**config.mk**
```make
export PLATFORM = sky130hd
export DESIGN_NAME = csas_seq
export DESIGN_NICKNAME = d
export VERILOG_FILES = /design/src/verilog/csas_pkg.sv /design/src/verilog/csas_tick_if.sv /design/src/verilog/csas_seq.sv /design/src/verilog/csas_tick_gen.sv /design/src/verilog/csas_edge_cmp.sv
export SDC_FILE = /design/constraint.sdc
export NUM_CORES = 1
export LEC_CHECK = 0
export BUFFER_PORTS_ARGS = -buffer_cell sky130_fd_sc_hd__buf_2
export CAP_MARGIN = 20
export CORE_MARGIN = 10
export CORE_UTILIZATION = 40
export CTS_CLUSTER_DIAMETER = 80
export DETAILED_ROUTE_END_ITERATION = 7
export RECOVER_POWER = 50
export SLEW_MARGIN = 10
export SYNTH_ARGS = -nofsm -noshare
export SYNTH_HDL_FRONTEND = slang
export SYNTH_SLANG_ARGS = --single-unit
```
**constraint.sdc**
```tcl
create_clock -name ref_clk -period 9.3 [get_ports ref_clk]
set_input_delay 0.93 -clock ref_clk [delete_from_list [all_inputs] [get_ports ref_clk]]
set_output_delay 0.93 -clock ref_clk [all_outputs]
set_load 0.05 [all_outputs]
```
**src/verilog/csas_pkg.sv**
```systemverilog
package csas_pkg;
    // ************************************************************
    // Register map
    // ************************************************************
    localparam logic [7:0] ADDR_CTRL = 8'h00;
    localparam logic [7:0] ADDR_SOURCE = 8'h04;
    localparam logic [7:0] ADDR_DELAY = 8'h08;
    localparam logic [7:0] ADDR_ARM_EVENT_COUNT = 8'h0C;
    localparam logic [7:0] ADDR_LEVEL = 8'h10;
    localparam logic [7:0] ADDR_ARRAY = 8'h14;
    localparam logic [7:0] ADDR_STATUS = 8'h18;
    localparam logic [7:0] ADDR_CMD = 8'h1C;

    // ************************************************************
    // Field positions
    // ************************************************************
    localparam int CTRL_SLOPE_NEG_BIT = 0;
    localparam int CTRL_MODE_ONCE_BIT = 1;
    localparam int CMD_INIT_BIT = 0;
    localparam int CMD_ABORT_BIT = 1;
    localparam int CMD_ARM_NOW_BIT = 2;
    localparam int CMD_BUS_TRIG_BIT = 3;
    localparam int STAT_ARMING_BIT = 0;
    localparam int STAT_ARMED_BIT = 1;
    localparam int STAT_MEAS_BIT = 2;
    localparam int STAT_DELAY_BIT = 3;

    // ************************************************************
    // Start arm sources
    // ************************************************************
    localparam logic [4:0] SRC_HOLD = 5'h00;
    localparam logic [4:0] SRC_SOFTWARE_ARM_NOW = 5'h01;
    localparam logic [4:0] SRC_BUS = 5'h02;
    localparam logic [4:0] SRC_TIMER = 5'h03;
    localparam logic [4:0] SRC_EXT_ARM = 5'h04;
    localparam logic [4:0] SRC_CHAN_TWO = 5'h05;
    localparam logic [4:0] SRC_LINE_BASE = 5'h08;
    localparam logic [4:0] SRC_LINE_LAST = 5'h17;

    // ************************************************************
    // Reset values
    // ************************************************************
    localparam logic [4:0] RST_SOURCE = SRC_SOFTWARE_ARM_NOW;
    localparam logic [15:0] RST_DELAY = 16'h0000;
    localparam logic [15:0] RST_ARM_EVENT_COUNT = 16'h0000;
    localparam logic [15:0] RST_LEVEL_MV = 16'h0578;
    localparam logic RST_SLOPE_NEG = 1'b0;
    localparam logic RST_MODE_ONCE = 1'b0;
    localparam logic [15:0] RST_ARRAY = 16'h0001;

    // ************************************************************
    // Timing
    // ************************************************************
    localparam int CLK_HZ = 25_000_000;
    localparam int TICK_NS = 1000;
    localparam int TICK_CYCLES = (CLK_HZ / 1_000_000) * TICK_NS / 1000;

    typedef enum logic [2:0] {
        ST_IDLE,
        ST_INITIATED,
        ST_DELAYING,
        ST_ARMED,
        ST_MEASURE
    } csas_state_t;
endpackage : csas_pkg

```
**src/verilog/csas_tick_if.sv**
```systemverilog
`timescale 1ns/1ns
interface csas_tick_if;
    logic clear;
    logic tick;
    modport gen (input clear, output tick);
    modport use_side (output clear, input tick);
endinterface : csas_tick_if

```
**src/verilog/csas_seq.sv**
```systemverilog
`timescale 1ns/1ns
module csas_seq #(
    parameter int LINES = 16
) (
    // Clock and reset
    input wire logic ref_clk,
    input wire logic srst,
    // Wishbone slave
    input wire logic wb_cyc_i,
    input wire logic wb_stb_i,
    input wire logic wb_we_i,
    input wire logic [7:0] wb_adr_i,
    input wire logic [31:0] wb_dat_i,
    input wire logic [3:0] wb_sel_i,
    output logic [31:0] wb_dat_o,
    output logic wb_ack_o,
    // Trigger sources
    input wire logic [LINES-1:0] trig_lines,
    input wire logic timer_arm,
    input wire logic channel_two_arm_source,
    input wire logic signed [15:0] ext_arm_mv,
    // Measurement logic
    input wire logic op_done,
    output logic armed,
    output logic op_start,
    output logic measuring,
    output logic external_arm_source
);
    initial begin
        if (LINES < 1 || LINES > 16) $error("csas_seq: bad LINES");
    end

    // ************************************************************
    // Registers
    // ************************************************************
    logic [4:0] source_q;
    logic [15:0] delay_q;
    logic [15:0] arm_event_count_q;
    logic [15:0] level_q;
    logic slope_neg_q;
    logic mode_once_q;
    logic [15:0] array_q;
    logic ack_q;
    logic [31:0] dat_q;
    logic wr;
    logic rd;
    logic [31:0] wdat;
    logic cmd_init;
    logic cmd_abort;
    logic software_arm_now;
    logic cmd_bus;

    // ************************************************************
    // Wishbone decode
    // ************************************************************
    assign wr = wb_cyc_i && wb_stb_i && wb_we_i && ack_q; // Lands at the ack edge
    assign rd = wb_cyc_i && wb_stb_i && !wb_we_i && !ack_q;
    assign wdat = {{8{wb_sel_i[3]}}, {8{wb_sel_i[2]}}, {8{wb_sel_i[1]}},
                   {8{wb_sel_i[0]}}} & wb_dat_i;
    assign cmd_init = wr && wb_adr_i == csas_pkg::ADDR_CMD && wdat[csas_pkg::CMD_INIT_BIT];
    assign cmd_abort = wr && wb_adr_i == csas_pkg::ADDR_CMD && wdat[csas_pkg::CMD_ABORT_BIT];
    assign software_arm_now = wr && wb_adr_i == csas_pkg::ADDR_CMD
                              && wdat[csas_pkg::CMD_ARM_NOW_BIT];
    assign cmd_bus = wr && wb_adr_i == csas_pkg::ADDR_CMD && wdat[csas_pkg::CMD_BUS_TRIG_BIT];

    // One-cycle ack per request
    always_ff @(posedge ref_clk) begin
        if (srst) begin
            ack_q <= 1'b0;
        end else begin
            ack_q <= wb_cyc_i && wb_stb_i && !ack_q;
        end
    end
    assign wb_ack_o = ack_q;

    // Source, level, slope, mode and array size
    always_ff @(posedge ref_clk) begin
        if (srst) begin
            source_q <= csas_pkg::RST_SOURCE;
            level_q <= csas_pkg::RST_LEVEL_MV;
            slope_neg_q <= csas_pkg::RST_SLOPE_NEG;
            mode_once_q <= csas_pkg::RST_MODE_ONCE;
            array_q <= csas_pkg::RST_ARRAY;
        end else if (wr) begin
            case (wb_adr_i)
                csas_pkg::ADDR_SOURCE: begin
                    source_q <= wdat[4:0];
                end
                csas_pkg::ADDR_LEVEL: begin
                    level_q <= wdat[15:0];
                end
                csas_pkg::ADDR_CTRL: begin
                    slope_neg_q <= wdat[csas_pkg::CTRL_SLOPE_NEG_BIT];
                    mode_once_q <= wdat[csas_pkg::CTRL_MODE_ONCE_BIT];
                end
                csas_pkg::ADDR_ARRAY: begin
                    array_q <= (wdat[15:0] == 16'h0000) ? 16'h0001 : wdat[15:0];
                end
                default: begin
                end
            endcase
        end
    end

    // Delay and event count, each write zeroing the other
    always_ff @(posedge ref_clk) begin
        if (srst) begin
            delay_q <= csas_pkg::RST_DELAY;
            arm_event_count_q <= csas_pkg::RST_ARM_EVENT_COUNT;
        end else if (wr && wb_adr_i == csas_pkg::ADDR_DELAY) begin
            delay_q <= wdat[15:0];
            arm_event_count_q <= 16'h0000;
        end else if (wr && wb_adr_i == csas_pkg::ADDR_ARM_EVENT_COUNT) begin
            arm_event_count_q <= wdat[15:0];
            delay_q <= 16'h0000;
        end
    end

    // ************************************************************
    // Source selection
    // ************************************************************
    logic ext_fire;
    logic src_fire;
    logic src_fixed;
    logic [4:0] line_idx;

    csas_edge_cmp u_cmp (
        .ref_clk(ref_clk),
        .srst(srst),
        .sample_mv(ext_arm_mv),
        .level_mv(level_q),
        .slope_neg(slope_neg_q),
        .fire(ext_fire)
    );

    assign line_idx = source_q - csas_pkg::SRC_LINE_BASE;

    // Selected source pulse
    always_comb begin
        src_fire = 1'b0;
        case (source_q)
            csas_pkg::SRC_HOLD: src_fire = 1'b0;
            csas_pkg::SRC_SOFTWARE_ARM_NOW: src_fire = 1'b1;
            csas_pkg::SRC_BUS: src_fire = cmd_bus;
            csas_pkg::SRC_TIMER: src_fire = timer_arm;
            csas_pkg::SRC_EXT_ARM: src_fire = ext_fire;
            csas_pkg::SRC_CHAN_TWO: src_fire = channel_two_arm_source;
            default: begin
                if (source_q >= csas_pkg::SRC_LINE_BASE && source_q <= csas_pkg::SRC_LINE_LAST
                    && int'(line_idx) < LINES) begin
                    src_fire = trig_lines[line_idx[3:0]];
                end
            end
        endcase
    end

    // Fixed category
    assign src_fixed = source_q == csas_pkg::SRC_HOLD || source_q == csas_pkg::SRC_SOFTWARE_ARM_NOW
                       || source_q == csas_pkg::SRC_TIMER
                       || source_q == csas_pkg::SRC_CHAN_TWO;

    // ************************************************************
    // Arm sequencer
    // ************************************************************
    csas_pkg::csas_state_t state_q;
    logic [15:0] ev_cnt_q;
    logic [15:0] us_cnt_q;
    logic [15:0] ops_q;
    logic [15:0] arms_q;
    logic arm_hit;
    logic arm_go;
    csas_tick_if tk ();

    csas_tick_gen u_tick (
        .ref_clk(ref_clk),
        .srst(srst),
        .tk(tk.gen)
    );

    // Restart divider when delay begins so the wait is whole microseconds
    assign tk.clear = state_q != csas_pkg::ST_DELAYING;

    // Event counting decides whether this source pulse arms
    always_comb begin
        arm_hit = 1'b0;
        if (src_fire) begin
            if (src_fixed || arm_event_count_q == 16'h0000) begin
                arm_hit = 1'b1;
            end else if (ev_cnt_q + 16'h0001 >= arm_event_count_q) begin
                arm_hit = 1'b1;
            end
        end
    end
    assign arm_go = arm_hit && (src_fixed || delay_q == 16'h0000);

    // Event counter, cleared on each initiation
    always_ff @(posedge ref_clk) begin
        if (srst || cmd_init || cmd_abort) begin
            ev_cnt_q <= 16'h0000;
        end else if (state_q == csas_pkg::ST_INITIATED && src_fire && !src_fixed) begin
            ev_cnt_q <= arm_hit ? 16'h0000 : ev_cnt_q + 16'h0001;
        end
    end

    // Microsecond delay counter
    always_ff @(posedge ref_clk) begin
        if (srst || cmd_init || cmd_abort) begin
            us_cnt_q <= 16'h0000;
        end else if (state_q != csas_pkg::ST_DELAYING) begin
            us_cnt_q <= 16'h0000;
        end else if (tk.tick) begin
            us_cnt_q <= us_cnt_q + 16'h0001;
        end
    end

    // Main state machine
    always_ff @(posedge ref_clk) begin
        if (srst) begin
            state_q <= csas_pkg::ST_IDLE;
            ops_q <= 16'h0000;
            arms_q <= 16'h0000;
        end else if (cmd_abort) begin
            state_q <= csas_pkg::ST_IDLE;
        end else if (cmd_init) begin
            state_q <= csas_pkg::ST_INITIATED;
            ops_q <= 16'h0000;
            arms_q <= 16'h0000;
        end else begin
            case (state_q)
                csas_pkg::ST_IDLE: begin
                end
                csas_pkg::ST_INITIATED: begin
                    if (software_arm_now) begin
                        state_q <= csas_pkg::ST_ARMED;
                    end else if (arm_go) begin
                        state_q <= csas_pkg::ST_ARMED;
                    end else if (arm_hit) begin
                        state_q <= csas_pkg::ST_DELAYING;
                    end
                end
                csas_pkg::ST_DELAYING: begin
                    // Further source pulses are ignored here
                    if (software_arm_now) begin
                        state_q <= csas_pkg::ST_ARMED;
                    end else if (tk.tick && us_cnt_q + 16'h0001 >= delay_q) begin
                        state_q <= csas_pkg::ST_ARMED;
                    end
                end
                csas_pkg::ST_ARMED: begin
                    arms_q <= arms_q + 16'h0001;
                    state_q <= csas_pkg::ST_MEASURE;
                end
                csas_pkg::ST_MEASURE: begin
                    if (op_done) begin
                        ops_q <= ops_q + 16'h0001;
                        if (ops_q + 16'h0001 >= array_q) begin
                            state_q <= csas_pkg::ST_IDLE;
                        end else if (mode_once_q && array_q > 16'h0001) begin
                            state_q <= csas_pkg::ST_INITIATED;
                        end
                    end
                end
                default: begin
                    state_q <= csas_pkg::ST_IDLE;
                end
            endcase
        end
    end

    // Operation start pulse and outputs
    logic op_start_q;
    logic armed_q;
    always_ff @(posedge ref_clk) begin
        if (srst) begin
            op_start_q <= 1'b0;
            armed_q <= 1'b0;
        end else begin
            op_start_q <= (state_q == csas_pkg::ST_ARMED)
                          || (state_q == csas_pkg::ST_MEASURE && op_done
                              && ops_q + 16'h0001 < array_q
                              && !(mode_once_q && array_q > 16'h0001));
            armed_q <= state_q == csas_pkg::ST_ARMED;
        end
    end
    assign op_start = op_start_q;
    assign armed = armed_q;
    assign measuring = state_q != csas_pkg::ST_IDLE;
    assign external_arm_source = ext_fire;

    // ************************************************************
    // Read mux
    // ************************************************************
    always_ff @(posedge ref_clk) begin
        if (srst) begin
            dat_q <= 32'h0000_0000;
        end else if (rd) begin
            case (wb_adr_i)
                csas_pkg::ADDR_CTRL: dat_q <= {30'h0000_0000, mode_once_q, slope_neg_q};
                csas_pkg::ADDR_SOURCE: dat_q <= {27'h000_0000, source_q};
                csas_pkg::ADDR_DELAY: dat_q <= {16'h0000, delay_q};
                csas_pkg::ADDR_ARM_EVENT_COUNT: dat_q <= {16'h0000, arm_event_count_q};
                csas_pkg::ADDR_LEVEL: dat_q <= {16'h0000, level_q};
                csas_pkg::ADDR_ARRAY: dat_q <= {16'h0000, array_q};
                csas_pkg::ADDR_STATUS: begin
                    dat_q <= {arms_q, 12'h000,
                              state_q == csas_pkg::ST_DELAYING,
                              state_q != csas_pkg::ST_IDLE,
                              state_q == csas_pkg::ST_ARMED,
                              state_q == csas_pkg::ST_INITIATED};
                end
                default: dat_q <= 32'h0000_0000;
            endcase
        end
    end
    assign wb_dat_o = dat_q;
endmodule : csas_seq

```
**src/verilog/csas_tick_gen.sv**
```systemverilog
`timescale 1ns/1ns
module csas_tick_gen #(
    parameter int CYCLES = csas_pkg::TICK_CYCLES
) (
    // Clock and reset
    input wire logic ref_clk,
    input wire logic srst,
    // Tick carrier
    csas_tick_if.gen tk
);
    initial begin
        if (CYCLES < 1 || CYCLES > 65535) $error("csas_tick_gen: bad CYCLES");
    end

    logic [15:0] cnt_q;

    // Divider producing a one-cycle microsecond enable
    always_ff @(posedge ref_clk) begin
        if (srst || tk.clear || cnt_q == 16'(CYCLES - 1)) begin
            cnt_q <= 16'h0000;
        end else begin
            cnt_q <= cnt_q + 16'h0001;
        end
    end

    assign tk.tick = (cnt_q == 16'(CYCLES - 1)) && !tk.clear;
endmodule : csas_tick_gen

```
**src/verilog/csas_edge_cmp.sv**
```systemverilog
`timescale 1ns/1ns
module csas_edge_cmp (
    // Clock and reset
    input wire logic ref_clk,
    input wire logic srst,
    // Sampled external arm level and threshold, signed millivolts
    input wire logic signed [15:0] sample_mv,
    input wire logic signed [15:0] level_mv,
    input wire logic slope_neg,
    // Crossing pulse
    output logic fire
);
    logic above_q;
    logic valid_q;
    logic above;

    assign above = sample_mv > level_mv;

    // Remember last side of the threshold
    always_ff @(posedge ref_clk) begin
        if (srst) begin
            above_q <= 1'b0;
            valid_q <= 1'b0;
        end else begin
            above_q <= above;
            valid_q <= 1'b1;
        end
    end

    // Crossing in the selected direction
    always_comb begin
        fire = 1'b0;
        if (valid_q) begin
            fire = slope_neg ? (above_q && !above) : (!above_q && above);
        end
    end
endmodule : csas_edge_cmp

```
Word level (Yosys, flattened, before mapping):

Cells that the tools add are included.

* muxes and demuxes: 30
* magnitude comparators: 10
* reduce and logical (&&, ||, !) cells: 66
* bitwise operators: 3
* add/sub/neg operators: 6
* eq/ne operators: 27

Operators by type and width (count)
* $pmux W32 S7: 1
* $mux W16: 9
* $add A16 B1 Y16 const B: 5
* $ge A16 B16 Y1: 3
* $logic_not A16 Y1: 3
* $eq A8 B5 Y1 const B: 4
* $logic_and A1 B1 Y1: 26
* $mux W3: 8
* $and A16 B16 Y16: 1
* $eq A16 B5 Y1 const B: 1
* $eq A8 B4 Y1 const B: 2
* $gt A16 B1 Y1 const B: 1
* $gt A16 B16 Y1: 1
* $lt A16 B16 Y1: 1
* $pmux W3 S5: 1
* $ne A4 B4 Y1 const B: 3
* $eq A5 B2 Y1 const B: 2
* $eq A5 B3 Y1 const B: 2
* $logic_or A1 B1 Y1: 10
* $reduce_and A2 Y1: 5
* $reduce_and A5 Y1: 2
* $mux W1: 9
* $ne A3 B3 Y1 const B: 3
* $eq A8 B3 Y1 const B: 1
* 24 further kinds: 38

* logic and storage cells: 162
* bits in registers: 191
* input port bits: 84

Longest topological paths before layout:

Gate-level depths: netlist (run 1).

* depth in word-level cells: 12
* gate-level depth with buffers: 17
* mapped depth without buffers: 16

Modules after synthesis:

From an unflattened synthesis (run 1), not the netlist that was laid out.

* cell total of the unflattened synthesis: 1372
* area, all modules: 10814.1 um^2

By module, submodules not included
* csas_seq: times used 1, cells an instance 1221, seq. area each 3463.3 um^2, area each 9566.7 um^2
* csas_tick_gen: times used 1, cells an instance 85, seq. area each 320.3 um^2, area each 758.2 um^2
* csas_edge_cmp: times used 1, cells an instance 66, seq. area each 40.0 um^2, area each 489.2 um^2

Least setup slack after synthesis (run 1):

No wires, ideal clock.

* kind: in2out
* start: input ext_arm_mv[1]
* end: output external_arm_source
* stages: 6
* arrival time: 2.759 ns
* slack: 5.611 ns
* buffers on the path: 0
* path through: ha_1 > nor2b_1 > o211ai_1 > a2111oi_1 > or4b_1 > a32oi_4

* longest elaborated chain between the ends: 5

Ends and longest elaborated chain
* start, declared: line csas_seq.sv:21 `input wire logic signed [15:0] ext_arm_mv,`
* $gt A16 B16 Y1 (*): line csas_edge_cmp.sv:17 `assign above = sample_mv > level_mv;`
* $logic_not A1 Y1: line csas_edge_cmp.sv:34 `fire = slope_neg ? (above_q && !above) : (!above_q && above);`
* $logic_and A1 B1 Y1: line csas_edge_cmp.sv:34
* $mux W1 (*): line csas_edge_cmp.sv:34
* $mux W1 (*): line csas_edge_cmp.sv:33 `if (valid_q) begin`
* end, declared: line csas_seq.sv:27 `output logic external_arm_source`

Mark *: on every way between the ends. The rest lies on a longest branch, timed or not.

Final worst setup path (run 1):

* start: input srst
* end: register us_cnt_q[14]

* longest elaborated chain between the ends: 3

Ends and longest elaborated chain
* start, declared: line csas_seq.sv:7 `input wire logic srst,`
* $logic_or A1 B1 Y1 (2 in a row): line csas_seq.sv:207 `if (srst || cmd_init || cmd_abort) begin`
* $reduce_or A2 Y1 (no source line)
* end signal, assigned: line csas_seq.sv:212 `us_cnt_q <= us_cnt_q + 16'h0001;`
* end, declared: line csas_seq.sv:167 `logic [15:0] us_cnt_q;`

Every way passes these cells.
A chain may end at the register's enable or synchronous reset.

==> results_dict.tcl, run 1 <==
set metrics [dict create \
    drv_cap 2 \
    setup_tns_ns 0 \
    p_leak_nw 4.586 \
    core-area_um2 26730 \
    fin_crit_ns 5.122 \
    dp.final_hpwl_um 23040 \
    min_to "wb_ack_o$_SDFF_PP0_" \
    first_pass_iters 5 \
    synth-seq-cells 191 \
    seq_area_frac_synth 0.3544 \
    failed_checks "capacitance limit, slew limit" \
    end_kind "register" \
    grt_pass1_wl_um 48820 \
    cts_inserted_buffers 17 \
    drc 0 \
    clk_pin_slew_ns 0.08 \
    grt-ovfl-total 0 \
    synth-edff-count 0 \
    num_vias 9676 \
    path_delay_family "buffers and inverters" \
    grt_usage 0.1793 \
    multi_input_area_um2 6359 \
    critical_path_buf_inv_count 2 \
    cts_root_buf "clkbuf_16" \
    slew_headroom -1.527 \
    dieHeight_um 184.2 \
    synth_area_leaders "dfxtp_1 (35%), nor2_1 (9.2%), ha_1 (8.6%)" \
    synthCells 1361 \
    h-tree-depth 4 \
    clock.fmax_mhz 195.2 \
    period_share 0.5508 \
    post_cts_buffers 0 \
    ios 121 \
    async_flop_share 0 \
    ff_latch_area_um2 3824 \
    ys.flop_type "dfxtp_1" \
    grt_max_degree 81 \
    cts_sinks 191 \
    crit_fanout 80 \
    critPathMaxStageDelay_ns 2.74 \
    cts.path.max_buffers 2 \
    slowest_stage "clkbuf_1" \
    ant_nets 0 \
    critPathLaunchType "input pin" \
    cp.arrival_ns 5.43 \
    synth_nets 1519 \
    vias_per_cell 5.442 \
    dieArea_um2 33940 \
    post_drt_wl_per_cell_um 17.25 \
    crit_required_ns 9.61 \
    fin_cells 1778 \
    worstMarginPinSlew_ns 3.791 \
    cts_hold_buf 0 \
    die_w_um 184.2 \
    status "finished with violations" \
    worstHoldStart "wb_ack_o$_SDFF_PP0_" \
    finalWirelength_um 30670 \
    drv_slew 98 \
    final_net_count 1582 \
    syn_avg_cell_area_um2 7.926 \
    p_total_mw 1.725 \
    path_class "in -> reg" \
    synth_top_area_share 0.3544 \
    drt_iter0_markers 835 \
    ys_top_cells_by_count "nor2_1 (263), dfxtp_1 (191), a21oi_1 (123)" \
    gp_congestion 0.9162 \
    hp-class "reg -> reg" \
    antenna_found_initial 0 \
    hold_depth 1 \
    clk_latency_ns 0.45 \
    n_antenna_cell 0 \
    power_density_nw_per_um2 143.9 \
    timing.critical_path.mode_cell "clkbuf_1" \
    vdd_ir_drop_max_mv 0.1449 \
    drive_gt1_frac 0.09603 \
    initial_core_util 0.4037 \
    num-fill-cells 2714 \
    synth_cell_type_count 74 \
    port-buffer-count 102 \
    grt_pass1_vias 8987 \
    cts_tree "built" \
    postLayoutCoreUtil 0.4483 \
    r2r-end "state_q[1]$_SDFFE_PP0P_" \
    r2r_start "ev_cnt_q[0]$_SDFFE_PP0P_" \
    ctsResizeCount 0 \
    fin_skew_ns 0.01398 \
    yosysWarnings 0 \
    hold_violations 0 \
    crit_chain "clkbuf_1 > clkbuf_1 > or3_1 > nor2_1" \
    ff2ff_path_depth 15 \
    worst-r2r-setup-slack_ns 5.19 \
    area_delta_synth_final_pct 11.06 \
    synth_top_cell_by_area "dfxtp_1" \
    yosysMostFrequentCell "nor2_1" \
    setup_viol 0 \
    fp-row-count 60 \
    synth_area_um2 10790 \
    rsz0062_at_grt "false" \
    place_inst 1746 \
]
[metrics by stage]
stage | setup WS (ns) | instance area (um^2) | hold WS [ns]
after floorplan | 5.611 | 10790 | 0.4418
after global placement | 4.787 | 11490 | 0.4394
after detailed placement | 4.699 | 11490 | 0.4432
after CTS | 5.191 | 12060 | 0.4562
after global routing | 3.822 | 11980 | 0.4879
final | 4.178 | 11980 | 0.4583
[where the power goes]
part | total, mW | internal, mW | switching (mW)
registers | 0.835 | 0.825 | 0.0104
logic | 0.163 | 0.0489 | 0.115
clock network | 0.726 | 0.359 | 0.367
total | 1.72 | 1.23 | 0.492
[kinds of logic after synthesis]
family | synth area share
adders and majority gates | 0.08583
DFF | 0.3544
and+or+nand+nor | 0.2530
muxes | 0.01879
xor gates and xnor gates | 0.06414
buffers and inverters | 0.05416
AOI/OAI and AO/OA | 0.1697
[flip-flops by register name (all words and copies together) (netlist names), 5 cells and up]
register           flops
arm_event_count_q     16
arms_q                16
array_q               16
delay_q               16
ev_cnt_q              16
level_q               16
ops_q                 16
source_q               5
u_tick.cnt_q          16
us_cnt_q              16
wb_dat_o              32
[metal layers]
layer  routed length (um)  GRT usage
met3                 1803    0.03524
met4                  354    0.03999
met2                14330     0.2910
met1                14180     0.2397
met5                    0          0
[cell usage in the layout, fill, tap and decap left out, types with 41 or more instances in the layout]
master and n:
nand2_1 120, xor2_1 47, dfxtp_1 191, inv_1 78, buf_2 64, nor2_1 263
clkbuf_1 41, ha_1 74, nand3_1 42, a21oi_1 123
[area by class of cell]
cell class	count	area share
Clock inverter	14	0.01190
Clock buffer	18	0.03582
Sequential cell	191	0.3191
Tap cell	341	0.03561
Multi-Input combinational cell	1027	0.5307
Inverter	78	0.02444
Timing Repair Buffer	109	0.04240
[worst max path at each step]
stage | startpoint | end | slack (ns) | cells past startpoint
after floorplan | ext_arm_mv[1] | external_arm_source | 5.61 | 6
after global placement | wb_adr_i[7] | arm_event_count_q[0]$_SDFFE_PP0P_ | 4.79 | 8
after detailed placement | wb_adr_i[7] | arm_event_count_q[9]$_SDFFE_PP0P_ | 4.70 | 8
after CTS | wb_adr_i[7] | arm_event_count_q[9]$_SDFFE_PP0P_ | 5.19 | 8
after global routing | srst | us_cnt_q[6]$_SDFFE_PP0P_ | 3.82 | 4
final | srst | us_cnt_q[14]$_SDFFE_PP0P_ | 4.18 | 4
(Power assumes the default switching activity.)
==> run 2, diff against run 1 <==
Clock period 9.3 ns to 4.8 ns, I/O delays scaled along.
==> run 2 against run 1 <==
  * Core utilization up 0.18 points
  * Power up 95%
  * Non-clock buffer count rose by 4
  * Via count is 0.47% higher
  * The flow still finishes with violations (capacitance limit, slew limit)
  * Sequential share of layout area down 0.13 points
==> results_dict.tcl, run 2 (synthesis results as in run 1) <==
set metrics [dict create \
    status "finished with violations" \
    failed_checks "capacitance limit, slew limit" \
    gp_congestion 0.8795 \
    port-buffer-count 102 \
    antenna_found_initial 0 \
    post_drt_wl_per_cell_um 17.47 \
    worst-r2r-setup-slack_ns 0.73 \
    ctsResizeCount 0 \
    r2r_start "ev_cnt_q[0]$_SDFFE_PP0P_" \
    p_leak_nw 4.634 \
    vdd_ir_drop_max_mv 0.2444 \
    ant_nets 0 \
    ios 121 \
    largest_reg_flops 32 \
    h-tree-depth 4 \
    critPathLaunchType "input pin" \
    initial_core_util 0.4037 \
    path_class "in -> reg" \
    multi_input_area_um2 6365 \
    clock.fmax_mhz 237.0 \
    fin_skew_ns 0.01133 \
    num-fill-cells 2785 \
    n_antenna_cell 0 \
    min_to "wb_ack_o$_SDFF_PP0_" \
    final_common_cell "nor2_1" \
    finalWirelength_um 31140 \
    grt_pass1_wl_um 49490 \
    first_pass_iters 8 \
    ff_latch_area_um2 3824 \
    cts_inserted_buffers 17 \
    dp.final_hpwl_um 23220 \
    rsz0062_at_grt "false" \
    end_kind "register" \
    grt-ovfl-total 0 \
    power_density_nw_per_um2 279.5 \
    cts_hold_buf 0 \
    setup_tns_ns 0 \
    die_w_um 184.2 \
    worstHoldStart "wb_stb_i" \
    hp-class "in -> reg" \
    drv_slew 54 \
    crit_fanout 53 \
    period_share 0.8790 \
    num_vias 9721 \
    drive_gt1_frac 0.1006 \
    drt_iter0_markers 812 \
    p_total_mw 3.362 \
    hold_violations 0 \
    cts_tree "built" \
    post_cts_buffers 0 \
    drv_cap 1 \
    worstMarginPinSlew_ns 2.695 \
    cts_root_buf "clkbuf_16" \
    cp.arrival_ns 4.54 \
    clk_latency_ns 0.44 \
    grt_max_degree 54 \
    clk_pin_slew_ns 0.08 \
    crit_required_ns 5.12 \
    slew_headroom -0.7967 \
    drc 0 \
    setup_viol 0 \
    cts_sinks 191 \
    grt_pass1_vias 9146 \
    hold_depth 3 \
    dieArea_um2 33940 \
    cts.path.max_buffers 2 \
    area_delta_synth_final_pct 11.51 \
    ff2ff_path_depth 15 \
    vias_per_cell 5.455 \
    most-common-layout-cells "nor2_1 (263), dfxtp_1 (191), a21oi_1 (123)" \
    dieHeight_um 184.2 \
    grt_usage 0.1824 \
    fp-row-count 60 \
    core-area_um2 26730 \
    final_net_count 1586 \
    r2r-end "state_q[1]$_SDFFE_PP0P_" \
    fin_crit_ns 4.219 \
]
[run 2: how the worst max path moves through the flow]
stage	from	endpoint	slack, ns	cells past startpoint
after detailed placement	ev_cnt_q[0]$_SDFFE_PP0P_	state_q[1]$_SDFFE_PP0P_	0.81	15
after global placement	ev_cnt_q[0]$_SDFFE_PP0P_	state_q[1]$_SDFFE_PP0P_	0.83	15
after floorplan	ops_q[0]$_SDFFE_PP0P_	state_q[0]$_SDFFE_PP0P_	1.44	15
final	srst	arms_q[11]$_SDFFE_PP0P_	0.58	5
after CTS	ev_cnt_q[0]$_SDFFE_PP0P_	state_q[1]$_SDFFE_PP0P_	0.76	15
after global routing	srst	arms_q[15]$_SDFFE_PP0P_	0.29	5
[run 2: metal layers]
metal,global-route usage,part of all wire,vias to the layer above
li1,-,-,4887
met1,0.2466,0.46,4566
met2,0.2900,0.46,238
met3,0.03347,0.060,30
met4,0.05080,0.017,0
met5,0,0,-
[run 2: power by group]
group,internal [mW],switching (mW)
Combinational,0.0955,0.224
Sequential,1.60,0.0205
Clock,0.709,0.716
Total,2.40,0.960
[run 2: critical path, stage by stage]
cell and delay [ns]:
clkbuf_1 1.87, inv_1 0.98, o21ai_0 0.55, clkbuf_1 0.51
nor2_1 0.11
[run 2: metrics by stage]
step                      worst slack (ns)  hold slack [ns]  utilization  instances  area, um^2
after floorplan                      1.436           0.4418            -       1361       10790
after global placement              0.8321           0.4421       0.4307       1749       11510
after detailed placement            0.8133           0.4557       0.4307       1749       11510
after CTS                           0.7640           0.2793       0.4526       1781       12100
after global routing                0.2911           0.2916       0.4501       1782       12030
final                               0.5808           0.2882       0.4501       1782       12030
[run 2: area by class of cell]
cell class / instances / share of cell area
Clock buffer: 18 / 0.03651
Tap cell: 341 / 0.03547
Sequential cell: 191 / 0.3179
Timing Repair Buffer: 113 / 0.04462
Inverter: 78 / 0.02434
Multi-Input combinational cell: 1027 / 0.5291
Clock inverter: 14 / 0.01207
